**config.mk**
```make
export PLATFORM = sky130hd
export DESIGN_NAME = drmc_ctrl
export DESIGN_NICKNAME = d
export VERILOG_FILES = /design/src/rtl/drmc_pkg.sv /design/src/rtl/drmc_ctrl.sv
export SDC_FILE = /design/constraint.sdc
export NUM_CORES = 1
export LEC_CHECK = 0
export ABC_CLOCK_PERIOD_IN_PS = 7500
export BUFFER_PORTS_ARGS = -buffer_cell sky130_fd_sc_hd__buf_2
export CORE_MARGIN = 4
export CORE_UTILIZATION = 45
export CTS_BUF_LIST = sky130_fd_sc_hd__clkbuf_16
export CTS_CLUSTER_DIAMETER = 200
export DETAILED_ROUTE_END_ITERATION = 16
export GPL_ROUTABILITY_DRIVEN = 0
export MAX_ROUTING_LAYER = met4
export PLACE_DENSITY = 0.67
export SLEW_MARGIN = 20
export SYNTH_ARGS = -nofsm -noshare
export SYNTH_HDL_FRONTEND = slang
export SYNTH_SLANG_ARGS = --single-unit
```
**constraint.sdc**
```tcl
create_clock -name CLK -period 7.5 [get_ports CLK]
set_input_delay 1.125 -clock CLK [delete_from_list [all_inputs] [get_ports CLK]]
set_output_delay 1.125 -clock CLK [all_outputs]
set_load 0.02 [all_outputs]
```
**src/rtl/drmc_pkg.sv**
```systemverilog
// Purpose: constants for the dma request and mode control block
// Assumes: 32-bit apb, word-aligned registers
// Notes:   register offsets are byte addresses
package drmc_pkg;
    localparam int NCH = 4;
    // register map, per channel stride 0x10
    localparam logic [11:0] OFS_MODE   = 12'h000; // channel_mode_control_register
    localparam logic [11:0] OFS_COUNT  = 12'h004; // transfer_count_register
    localparam logic [11:0] OFS_STATUS = 12'h008; // status, read only
    localparam logic [11:0] OFS_EVENT  = 12'h00c; // event strobes, write only
    localparam int CH_STRIDE_SH = 4;
    // mode register fields
    localparam int F_EN    = 0;  // transfer_enable_bit
    localparam int F_SRC   = 1;  // 2 bits: request source
    localparam int F_BURST = 3;  // bus mode: 1 burst, 0 cycle steal
    localparam int F_BLOCK = 4;  // transfer mode: 1 block
    localparam int F_SENSE = 5;  // request_sense_select
    localparam int F_AKEN  = 6;  // request_ack_enable
    localparam int F_EP    = 7;  // usb endpoint: 0 ep1 (from), 1 ep2 (to)
    localparam int MODE_W  = 8;
    localparam logic [MODE_W-1:0] MODE_RST = 8'h00;
    // request sources
    localparam logic [1:0] SRC_AUTO = 2'h0;
    localparam logic [1:0] SRC_EXT  = 2'h1;
    localparam logic [1:0] SRC_USB  = 2'h2;
    // event register bits
    localparam int EV_RPT = 0;   // repeat-area overflow
    localparam int EV_NMI = 1;   // non-maskable interrupt abort
    localparam logic [23:0] CNT_RST = 24'h000000;
    localparam logic [31:0] RD_NONE = 32'h00000000;
endpackage

```
**src/rtl/drmc_ctrl.sv**
```systemverilog
// Purpose: request handling and bus/transfer mode control, four channels
// Assumes: one unit moved per XFER_DONE pulse; external bus grant given
// Notes:   bus occupancy is reported, not arbitrated, beyond lowest-index
// block outline
// - four channels share one engine; only one runs at a time
// - each channel has a mode word and a 24-bit count word
// - a channel is ready when enabled and its source asks
// - auto source: always asking while enabled
// - external source: pin low, or a pending falling edge
// - usb source: the usb request level for that channel
// - the engine picks the lowest ready index from idle
// - one unit runs per completion pulse on the bus side
// - after release the engine spends one gap cycle idle
// - the gap lets another master or channel win the bus
//
// bus and transfer modes
// - cycle steal: the bus is given back after every unit, in block mode after each block
// - burst: kept until the count ends or enable drops
// - burst is only honoured for the auto source
// - block: size field plus one units per request
// - block is only honoured for the external source
// - usb source is forced to cycle steal, normal mode
// - illegal mode mixes fall back to cycle steal, normal
//
// counting
// - normal mode: the full 24 bits count units down
// - block mode: the low 16 bits count whole blocks
// - block mode: the size field is never altered
// - a zero count stays zero and the run never ends
// - the unit that takes the count to zero is the last
//
// strobes
// - ack pulses once when an external start is taken with ack enabled
// - in block mode that is once per block, by nature
// - end pulses on the last unit, or each block end
// - both strobes are registered to stay glitch free
//
// hazards a user must know
// - writing a running channel's count wins over update
// - clearing enable lets the current unit complete
// - an nmi event aborts a block, not a normal run
// - a repeat event clears enable of the addressed channel
//
// The register addresses and the APB register port were decided locally.
module drmc_ctrl
    import drmc_pkg::*;
(
    // clock and reset
    input  wire logic            CLK,
    input  wire logic            RST_N,
    // apb slave
    input  wire logic            PSEL,
    input  wire logic            PENABLE,
    input  wire logic            PWRITE,
    input  wire logic [11:0]     PADDR,
    input  wire logic [31:0]     PWDATA,
    output logic      [31:0]     PRDATA,
    output logic                 PREADY,
    output logic                 PSLVERR,
    // external requester, active low pins
    input  wire logic [NCH-1:0]  EXT_REQ_N,
    output logic      [NCH-1:0]  REQ_ACK_N,
    output logic      [NCH-1:0]  XFER_END_N,
    // on-chip usb requests and endpoint select
    input  wire logic [NCH-1:0]  USB_REQ,
    output logic      [NCH-1:0]  USB_EP2_DIR,
    // bus cycle side
    output logic      [NCH-1:0]  XFER_GO,
    input  wire logic            XFER_DONE,
    output logic                 BUS_HOLD
);
    typedef enum logic [1:0] {ST_IDLE, ST_RUN, ST_GAP} drmc_state_t;

    drmc_state_t                  state;
    drmc_state_t                  next_state;
    logic [MODE_W-1:0]            mode  [NCH];
    logic [23:0]                  count [NCH];
    logic [7:0]                   blk_left;
    logic [1:0]                   cur;
    logic [NCH-1:0]               pend;
    logic [NCH-1:0]               sync1;
    logic [NCH-1:0]               sync2;
    logic [NCH-1:0]               sync3;
    logic [NCH-1:0]               ack_q;
    logic [NCH-1:0]               end_q;

    // apb decode
    // the slave never stalls: pready is tied high, so an
    // access completes in its first enable cycle
    // channel n sits at a 16-byte stride from zero
    // four words per channel: mode, count, status, event
    // anything above channel three is unmapped
    // unmapped accesses raise pslverr and change nothing
    // the event word is write only and holds no state:
    // each set bit is a one-cycle strobe into the engine
    wire        acc    = PSEL && PENABLE;
    wire        wr     = acc && PWRITE;
    wire [1:0]  sel_ch = PADDR[CH_STRIDE_SH+1:CH_STRIDE_SH];
    wire [11:0] sub    = {8'h00, PADDR[3:0]};
    wire        hit_md = sub == OFS_MODE;
    wire        hit_ct = sub == OFS_COUNT;
    wire        hit_st = sub == OFS_STATUS;
    wire        hit_ev = sub == OFS_EVENT;
    wire        mapped = (PADDR[11:6] == 6'h00) && (hit_md || hit_ct
                         || hit_st || hit_ev);
    wire        ev_wr  = wr && mapped && hit_ev;
    wire        rpt_ev = ev_wr && PWDATA[EV_RPT];
    wire        nmi_ev = ev_wr && PWDATA[EV_NMI];

    assign PREADY  = 1'b1;
    assign PSLVERR = acc && !mapped;

    // current channel view
    // cur is only loaded from idle, so while running these
    // wires describe the channel that owns the bus
    // block and burst are masked by source here, which is
    // how illegal mode mixes are made harmless
    // cnt_lo marks the final counted step: one unit in
    // normal mode, one block in block mode
    // last is the completion that ends the whole run
    wire [MODE_W-1:0] cm   = mode[cur];
    wire [1:0]  csrc   = cm[F_SRC+1:F_SRC];
    wire        cblock = cm[F_BLOCK] && (csrc == SRC_EXT);
    wire        cburst = cm[F_BURST] && (csrc == SRC_AUTO);
    wire [23:0] ccnt   = count[cur];
    wire        cnt_lo = cblock ? (ccnt[15:0] == 16'h0001)
                                : (ccnt == 24'h000001);
    wire        blk_end = cblock && (blk_left == 8'h00);
    wire        last    = XFER_DONE && cnt_lo && (!cblock || blk_end);

    // per-channel request qualification and selection
    logic [NCH-1:0] ready;
    genvar g;
    generate
        for (g = 0; g < NCH; g++)
        begin : gch
            wire [1:0] s = mode[g][F_SRC+1:F_SRC];
            wire lvl = mode[g][F_SENSE] ? pend[g] : !sync2[g];
            assign ready[g] = mode[g][F_EN] && (
                (s == SRC_AUTO) ||
                (s == SRC_EXT && lvl) ||
                (s == SRC_USB && USB_REQ[g]));
            assign USB_EP2_DIR[g] = mode[g][F_EP];
        end
    endgenerate

    wire [1:0] pick = ready[0] ? 2'd0 : ready[1] ? 2'd1 :
                      ready[2] ? 2'd2 : 2'd3;
    // stay on this channel in burst or inside a block, else release
    wire keep = !last && ((cburst && cm[F_EN]) || (cblock && !blk_end));

    // engine sequence
    // idle: wait for any ready channel, then take the bus
    // run: one channel owns the bus until a release cause
    // gap: one cycle with the bus free before idle again
    // release causes, in order of weight:
    // - nmi abort of a block in progress
    // - repeat overflow event
    // - a completion that does not keep the bus
    always_comb
    begin
        next_state = state;
        case (state)
            ST_IDLE: if (|ready) next_state = ST_RUN;
            ST_RUN:
                if (nmi_ev && cblock) next_state = ST_GAP;
                else if (rpt_ev) next_state = ST_GAP;
                else if (XFER_DONE && !keep) next_state = ST_GAP;
            ST_GAP: next_state = ST_IDLE;
            default: next_state = ST_IDLE;
        endcase
    end

    // state and current channel
    always_ff @(posedge CLK)
    begin
        if (!RST_N) state <= ST_IDLE;
        else state <= next_state;
        if (!RST_N) cur <= 2'd0;
        else if (state == ST_IDLE && |ready) cur <= pick;
    end

    // block residue: loaded from size field, counts units in block
    always_ff @(posedge CLK)
    begin
        if (!RST_N) blk_left <= 8'h00;
        else if (state == ST_IDLE && |ready) blk_left <= count[pick][23:16];
        else if (state == ST_RUN && XFER_DONE && !blk_end)
            blk_left <= blk_left - 8'h01;
    end

    // request pin synchroniser and falling-edge capture
    // the pins are asynchronous: two flops before use
    // the third flop only remembers the last synced level
    // so a fall is seen exactly once per transition
    // reset to the idle high level to avoid a false fall
    always_ff @(posedge CLK)
    begin
        if (!RST_N)
        begin
            sync1 <= '1;
            sync2 <= '1;
            sync3 <= '1;
        end
        else
        begin
            sync1 <= EXT_REQ_N;
            sync2 <= sync1;
            sync3 <= sync2;
        end
    end

    wire [NCH-1:0] fall = sync3 & ~sync2;
    wire start = state == ST_IDLE && |ready;
    logic [NCH-1:0] take;
    always_comb
    begin
        take = '0;
        if (start) take[pick] = 1'b1;
    end

    // pending edge flags: a new fall wins over consumption
    always_ff @(posedge CLK)
    begin
        if (!RST_N) pend <= '0;
        else pend <= fall | (pend & ~take);
    end

    // mode and count registers, software write wins over update
    // done is only true for the running channel, so the
    // current view wires may be used inside the loop
    // the enable bit is cleared by the last completion
    // or by a repeat event aimed at this channel
    // block mode counts a block when its last unit ends
    // normal mode counts every unit on all 24 bits
    // a count of zero holds, giving an endless run
    generate
        for (g = 0; g < NCH; g++)
        begin : greg
            wire me   = state != ST_IDLE && cur == g;
            wire wm   = wr && mapped && hit_md && sel_ch == g;
            wire wc   = wr && mapped && hit_ct && sel_ch == g;
            wire done = me && state == ST_RUN && XFER_DONE;
            wire kill = (rpt_ev && sel_ch == g) ||
                        (done && cnt_lo && (!cblock || blk_end));
            wire blk_done = done && cblock && blk_end;
            always_ff @(posedge CLK)
            begin
                if (!RST_N) mode[g] <= MODE_RST;
                else if (wm) mode[g] <= PWDATA[MODE_W-1:0];
                else if (kill) mode[g][F_EN] <= 1'b0;
            end
            always_ff @(posedge CLK)
            begin
                if (!RST_N) count[g] <= CNT_RST;
                else if (wc) count[g] <= PWDATA[23:0];
                else if (blk_done && count[g][15:0] != 16'h0000)
                    count[g][15:0] <= count[g][15:0] - 16'h0001;
                else if (done && !cblock && count[g] != 24'h000000)
                    count[g] <= count[g] - 24'h000001;
            end
        end
    endgenerate

    // acknowledge and end strobes, registered, active low
    // ack goes out in the first run cycle of an external
    // start when acknowledge is enabled; the requester
    // uses it to drop its request line
    // end goes out in the cycle after the closing unit
    // both are single-cycle pulses and default high
    always_ff @(posedge CLK)
    begin
        if (!RST_N)
        begin
            ack_q <= '0;
            end_q <= '0;
        end
        else
        begin
            ack_q <= '0;
            end_q <= '0;
            if (start && mode[pick][F_AKEN] &&
                mode[pick][F_SRC+1:F_SRC] == SRC_EXT)
                ack_q[pick] <= 1'b1;
            if (state == ST_RUN && XFER_DONE &&
                (cblock ? blk_end : cnt_lo))
                end_q[cur] <= 1'b1;
        end
    end
    assign REQ_ACK_N  = ~ack_q;
    assign XFER_END_N = ~end_q;

    // unit go strobe; enable clear lets the running unit finish
    logic [NCH-1:0] go;
    always_comb
    begin
        go = '0;
        if (state == ST_RUN) go[cur] = 1'b1;
    end
    assign XFER_GO  = go;
    assign BUS_HOLD = state == ST_RUN;

    // read mux
    // read data is captured in the setup cycle and stands
    // through the access cycle, so the zero-wait answer
    // is always settled when the master samples it
    // unmapped reads return zero
    wire [31:0] st_word = {24'h000000, 4'h0, (state == ST_RUN), cur,
                           pend[sel_ch]};
    always_ff @(posedge CLK)
    begin
        if (!RST_N) PRDATA <= RD_NONE;
        else if (PSEL && !PENABLE && !PWRITE)
            PRDATA <= !mapped ? RD_NONE :
                      hit_md ? {24'h000000, mode[sel_ch]} :
                      hit_ct ? {8'h00, count[sel_ch]} :
                      hit_st ? st_word : RD_NONE;
    end
endmodule

```
==> impl_results.md <==
* CP peak stage delay at 0.70 ns
* Crit-path max FO at 9
* Required @ worst endpoint at 7.57 ns
* Routed wire length at 34.8 mm
* Flop pwr share at 47.9%
* Slowest cell on crit path: or4_1
* Hold-fix buffers at CTS at 0
* Via/cell ratio at 6.21
* Layout cells sized above 1 at 16.1%
* Yosys warning total at 0
* Synth Flop Type: edfxtp_1
* # rows at 57
* Synth async-reset ratio at 0%
* CTS tree: yes
* Drt pass-1 iters at 5
* Fin nets at 1299
* RSZ-0062 raised after global routing: false
* Status: finished clean
* Global-route wire length before repair at 53.1 mm
* GRT overflow at 0
* Hold Vio Cnt, Final at 0
* Tmin final at 3.62 ns
* Multi-input gate area in the final layout at 0.00579 sq mm
* FF+latch area at 0.00508 sq mm
* Clk pwr share at 37.9%
* Leakage power at 4.31 nW
* Crit path buf inv count at 1
* DIE AREA at 0.0276 sq mm
* TritonCTS Buffers at 17
* Syn_area_per_cell at 9.70 sq um
* Tot GR Track Use at 25.2%
* Worst setup EP type: flop
* Initial antenna violation count at 0
* CTS clk-pin slew, worst paths at 0.07 ns
* Worst hold path type: reg2reg
* CP Cell Sequence: buf_2 > or4_1 > nor4b_4 > nand3b_1 > nor3b_1 > nand3_1 > nand3_1
* Largest net degree at the start of global routing at 44
* H-tree depth at 4
* Worst-Margin Slew at 0.983 ns
* Tot Pwr at 0.00260 W
* WS Path Type: in2reg
* PwrDens at 206 mW/mm^2
* Initial drt markers at 1068
* Final setup vio count at 0
* Post_cts resized at 0
* Antenna Nets Post-Route at 0
* Peak supply drop at 131 uV
* EDFF count, synth at 128
* Initial Util at 46.0%
* Synth cell types at 71
* PortBufs at 91
* Height of the die at 166 um
* Post-route clock period utilization at 48.2%
* Fillers at 2262
* Count leader, synth: nand2_1
* Post-CTS Setup Bufs at 0
* Slew margin rel. at 33.9%
* Core Region at 0.0245 sq mm
* Commonest cells post-synth: nand2_1 (156), edfxtp_1 (128), o21ai_0 (101)
* Root buffer cell: clkbuf_16
* Switching share of power at 28.8%
* Switching power at 0.000748 W
* Final setup TNS at 0 ns
* CP arrival at 3.68 ns
* Fin area at 0.0126 sq mm
* Clock buffer depth at 2
* Wire per inst at 22.2 um
* Max cap viols at 0
* Via count at 9740
* Cell repeated most along the worst path: nand3_1
* Share of the synthesized area in the top cell type at 34.1%
* Pins Over Slew Limit at 0
* Clk_lat worst skew at 0.45 ns
* Cells after synthesis at 1161
* Placement Cell Area at 0.0120 sq mm
* Delay-heaviest family, CP: simple AND/OR/NAND/NOR gates
* Estimated wirelength of the detail-placed design at 25.0 mm
* Synth area leaders: edfxtp_1 (34%), dfxtp_1 (11%), mux4_2 (7.0%), nand2_1 (5.2%), o21ai_0 (4.5%)
* Sequential-to-total area share from yosys stat at 45.2%
* I/O Pins at 109
* Fmax at 276 MHz
* Power Internal at 0.00185 W
* Synth Cell Area at 0.0113 sq mm
* Yosys reg bits at 190
* Yosys top cell by area: edfxtp_1
* Part of the power in combinational logic at 14.2%
* Max Clock Skew at 0.0121 ns
* Vias in the first global route at 9087
* Area delta synth->final at 12.2%
* CP startpoint kind: primary input
* Antenna fix cells at 0
* DRC at 0
* Final Core Density at 51.6%
* Sink Count at 190
* Die width at 166 um
## worst register-to-register path, delay by kind of cell, from the launching register on
kind,cells,cell delay (ns)
simple gates,4,2.23
flops,1,0.44
compound gates,2,0.59
## kinds of logic after synthesis
| group | synth area share, % |
|---|---|
| AO/OA/AOI/OAI | 13.5 |
| XOR/XNOR | 6.69 |
| multiplexers | 7.24 |
| other | 0.0667 |
| AND/OR/NAND/NOR | 22.5 |
| adder cells (fa/ha/maj) | 1.00 |
| flip-flops | 45.2 |
| buffers and inverters | 3.87 |
## cell type report
class                      count  share of cell area, %
clock buffer                  17                   3.37
clock inverter                15                   1.63
inverter                      35                   1.04
multi-input combinational    879                   45.8
sequential                   190                   40.3
tap                          324                   3.21
timing repair buffer         109                   4.68
## per-layer routing
layer / up-vias / track usage [%] / share of wire, % / routed length (um)
met5: - / - / 0 / 0
met1: 4704 / 34.4 / 42 / 14500
met4: 0 / 8.68 / 2.9 / 996
met2: 559 / 39.1 / 47 / 16200
met3: 73 / 3.17 / 9.0 / 3130
li1: 4404 / - / - / -
## placed cells by master (no fill, tap or decap), types with 5 or more instances in the layout
cell type,n
a211oi_1,9
a21boi_0,5
a21o_1,5
a21oi_1,23
a22oi_1,25
a31oi_1,5
and2_1,34
and3_1,5
buf_2,91
buf_4,18
clkbuf_16,17
conb_1,9
dfxtp_1,62
edfxtp_1,128
ha_1,9
inv_1,35
mux4_2,35
nand2_1,156
nand2b_1,24
nand3_1,34
nand3b_1,7
nand4_1,7
nand4b_1,6
nor2_1,88
nor2b_1,13
nor3_1,45
nor3b_1,5
nor4_1,20
o211ai_1,7
o21ai_0,100
o21ai_1,20
o221ai_1,5
o31ai_1,7
or3_1,11
or4_1,18
xnor2_1,53
xor2_1,33
## final timing paths
kind | slack [ns] | end | from | depth (start not counted)
max | 3.88 | count[1][16]$_DFFE_PP_ | PADDR[1] | 7
min | 0.41 | sync2[0]$_SDFF_PN1_ | sync1[0]$_SDFF_PN1_ | 1
max reg2reg | 3.96 | count[0][11]$_DFFE_PP_ | count[0][11]$_DFFE_PP_ | 6
min reg2reg | 0.41 | sync2[0]$_SDFF_PN1_ | sync1[0]$_SDFF_PN1_ | 1
## flip-flops by register name, indices dropped and copies added (netlist names), named ones only
signal and count:
pend 4, ack_q 4, PRDATA 24, cur 2, blk_left 8, mode 32, end_q 4, sync1 4
state 2, sync3 4, count 96, sync2 4
## power groups by stage
stage	logic, W	clock network (W)	registers (W)
finish	0.000368	0.000984	0.00125
global route	0.000396	0.00103	0.00125
CTS	0.000362	0.000993	0.00124
detailed placement	0.000359	0	0.00127
global placement	0.000356	0	0.00126
floorplan	0.000261	0	0.00124
## metrics by stage
step,hold WS [ns],worst slack (ns),instances
after floorplan,0.386,3.33,1168
after global placement,0.390,3.52,1537
after detailed placement,0.399,3.51,1537
after CTS,0.418,3.95,1569
after global routing,0.427,3.72,1569
final,0.414,3.88,1569
No activity file was read; power rests on OpenSTA's default activity.
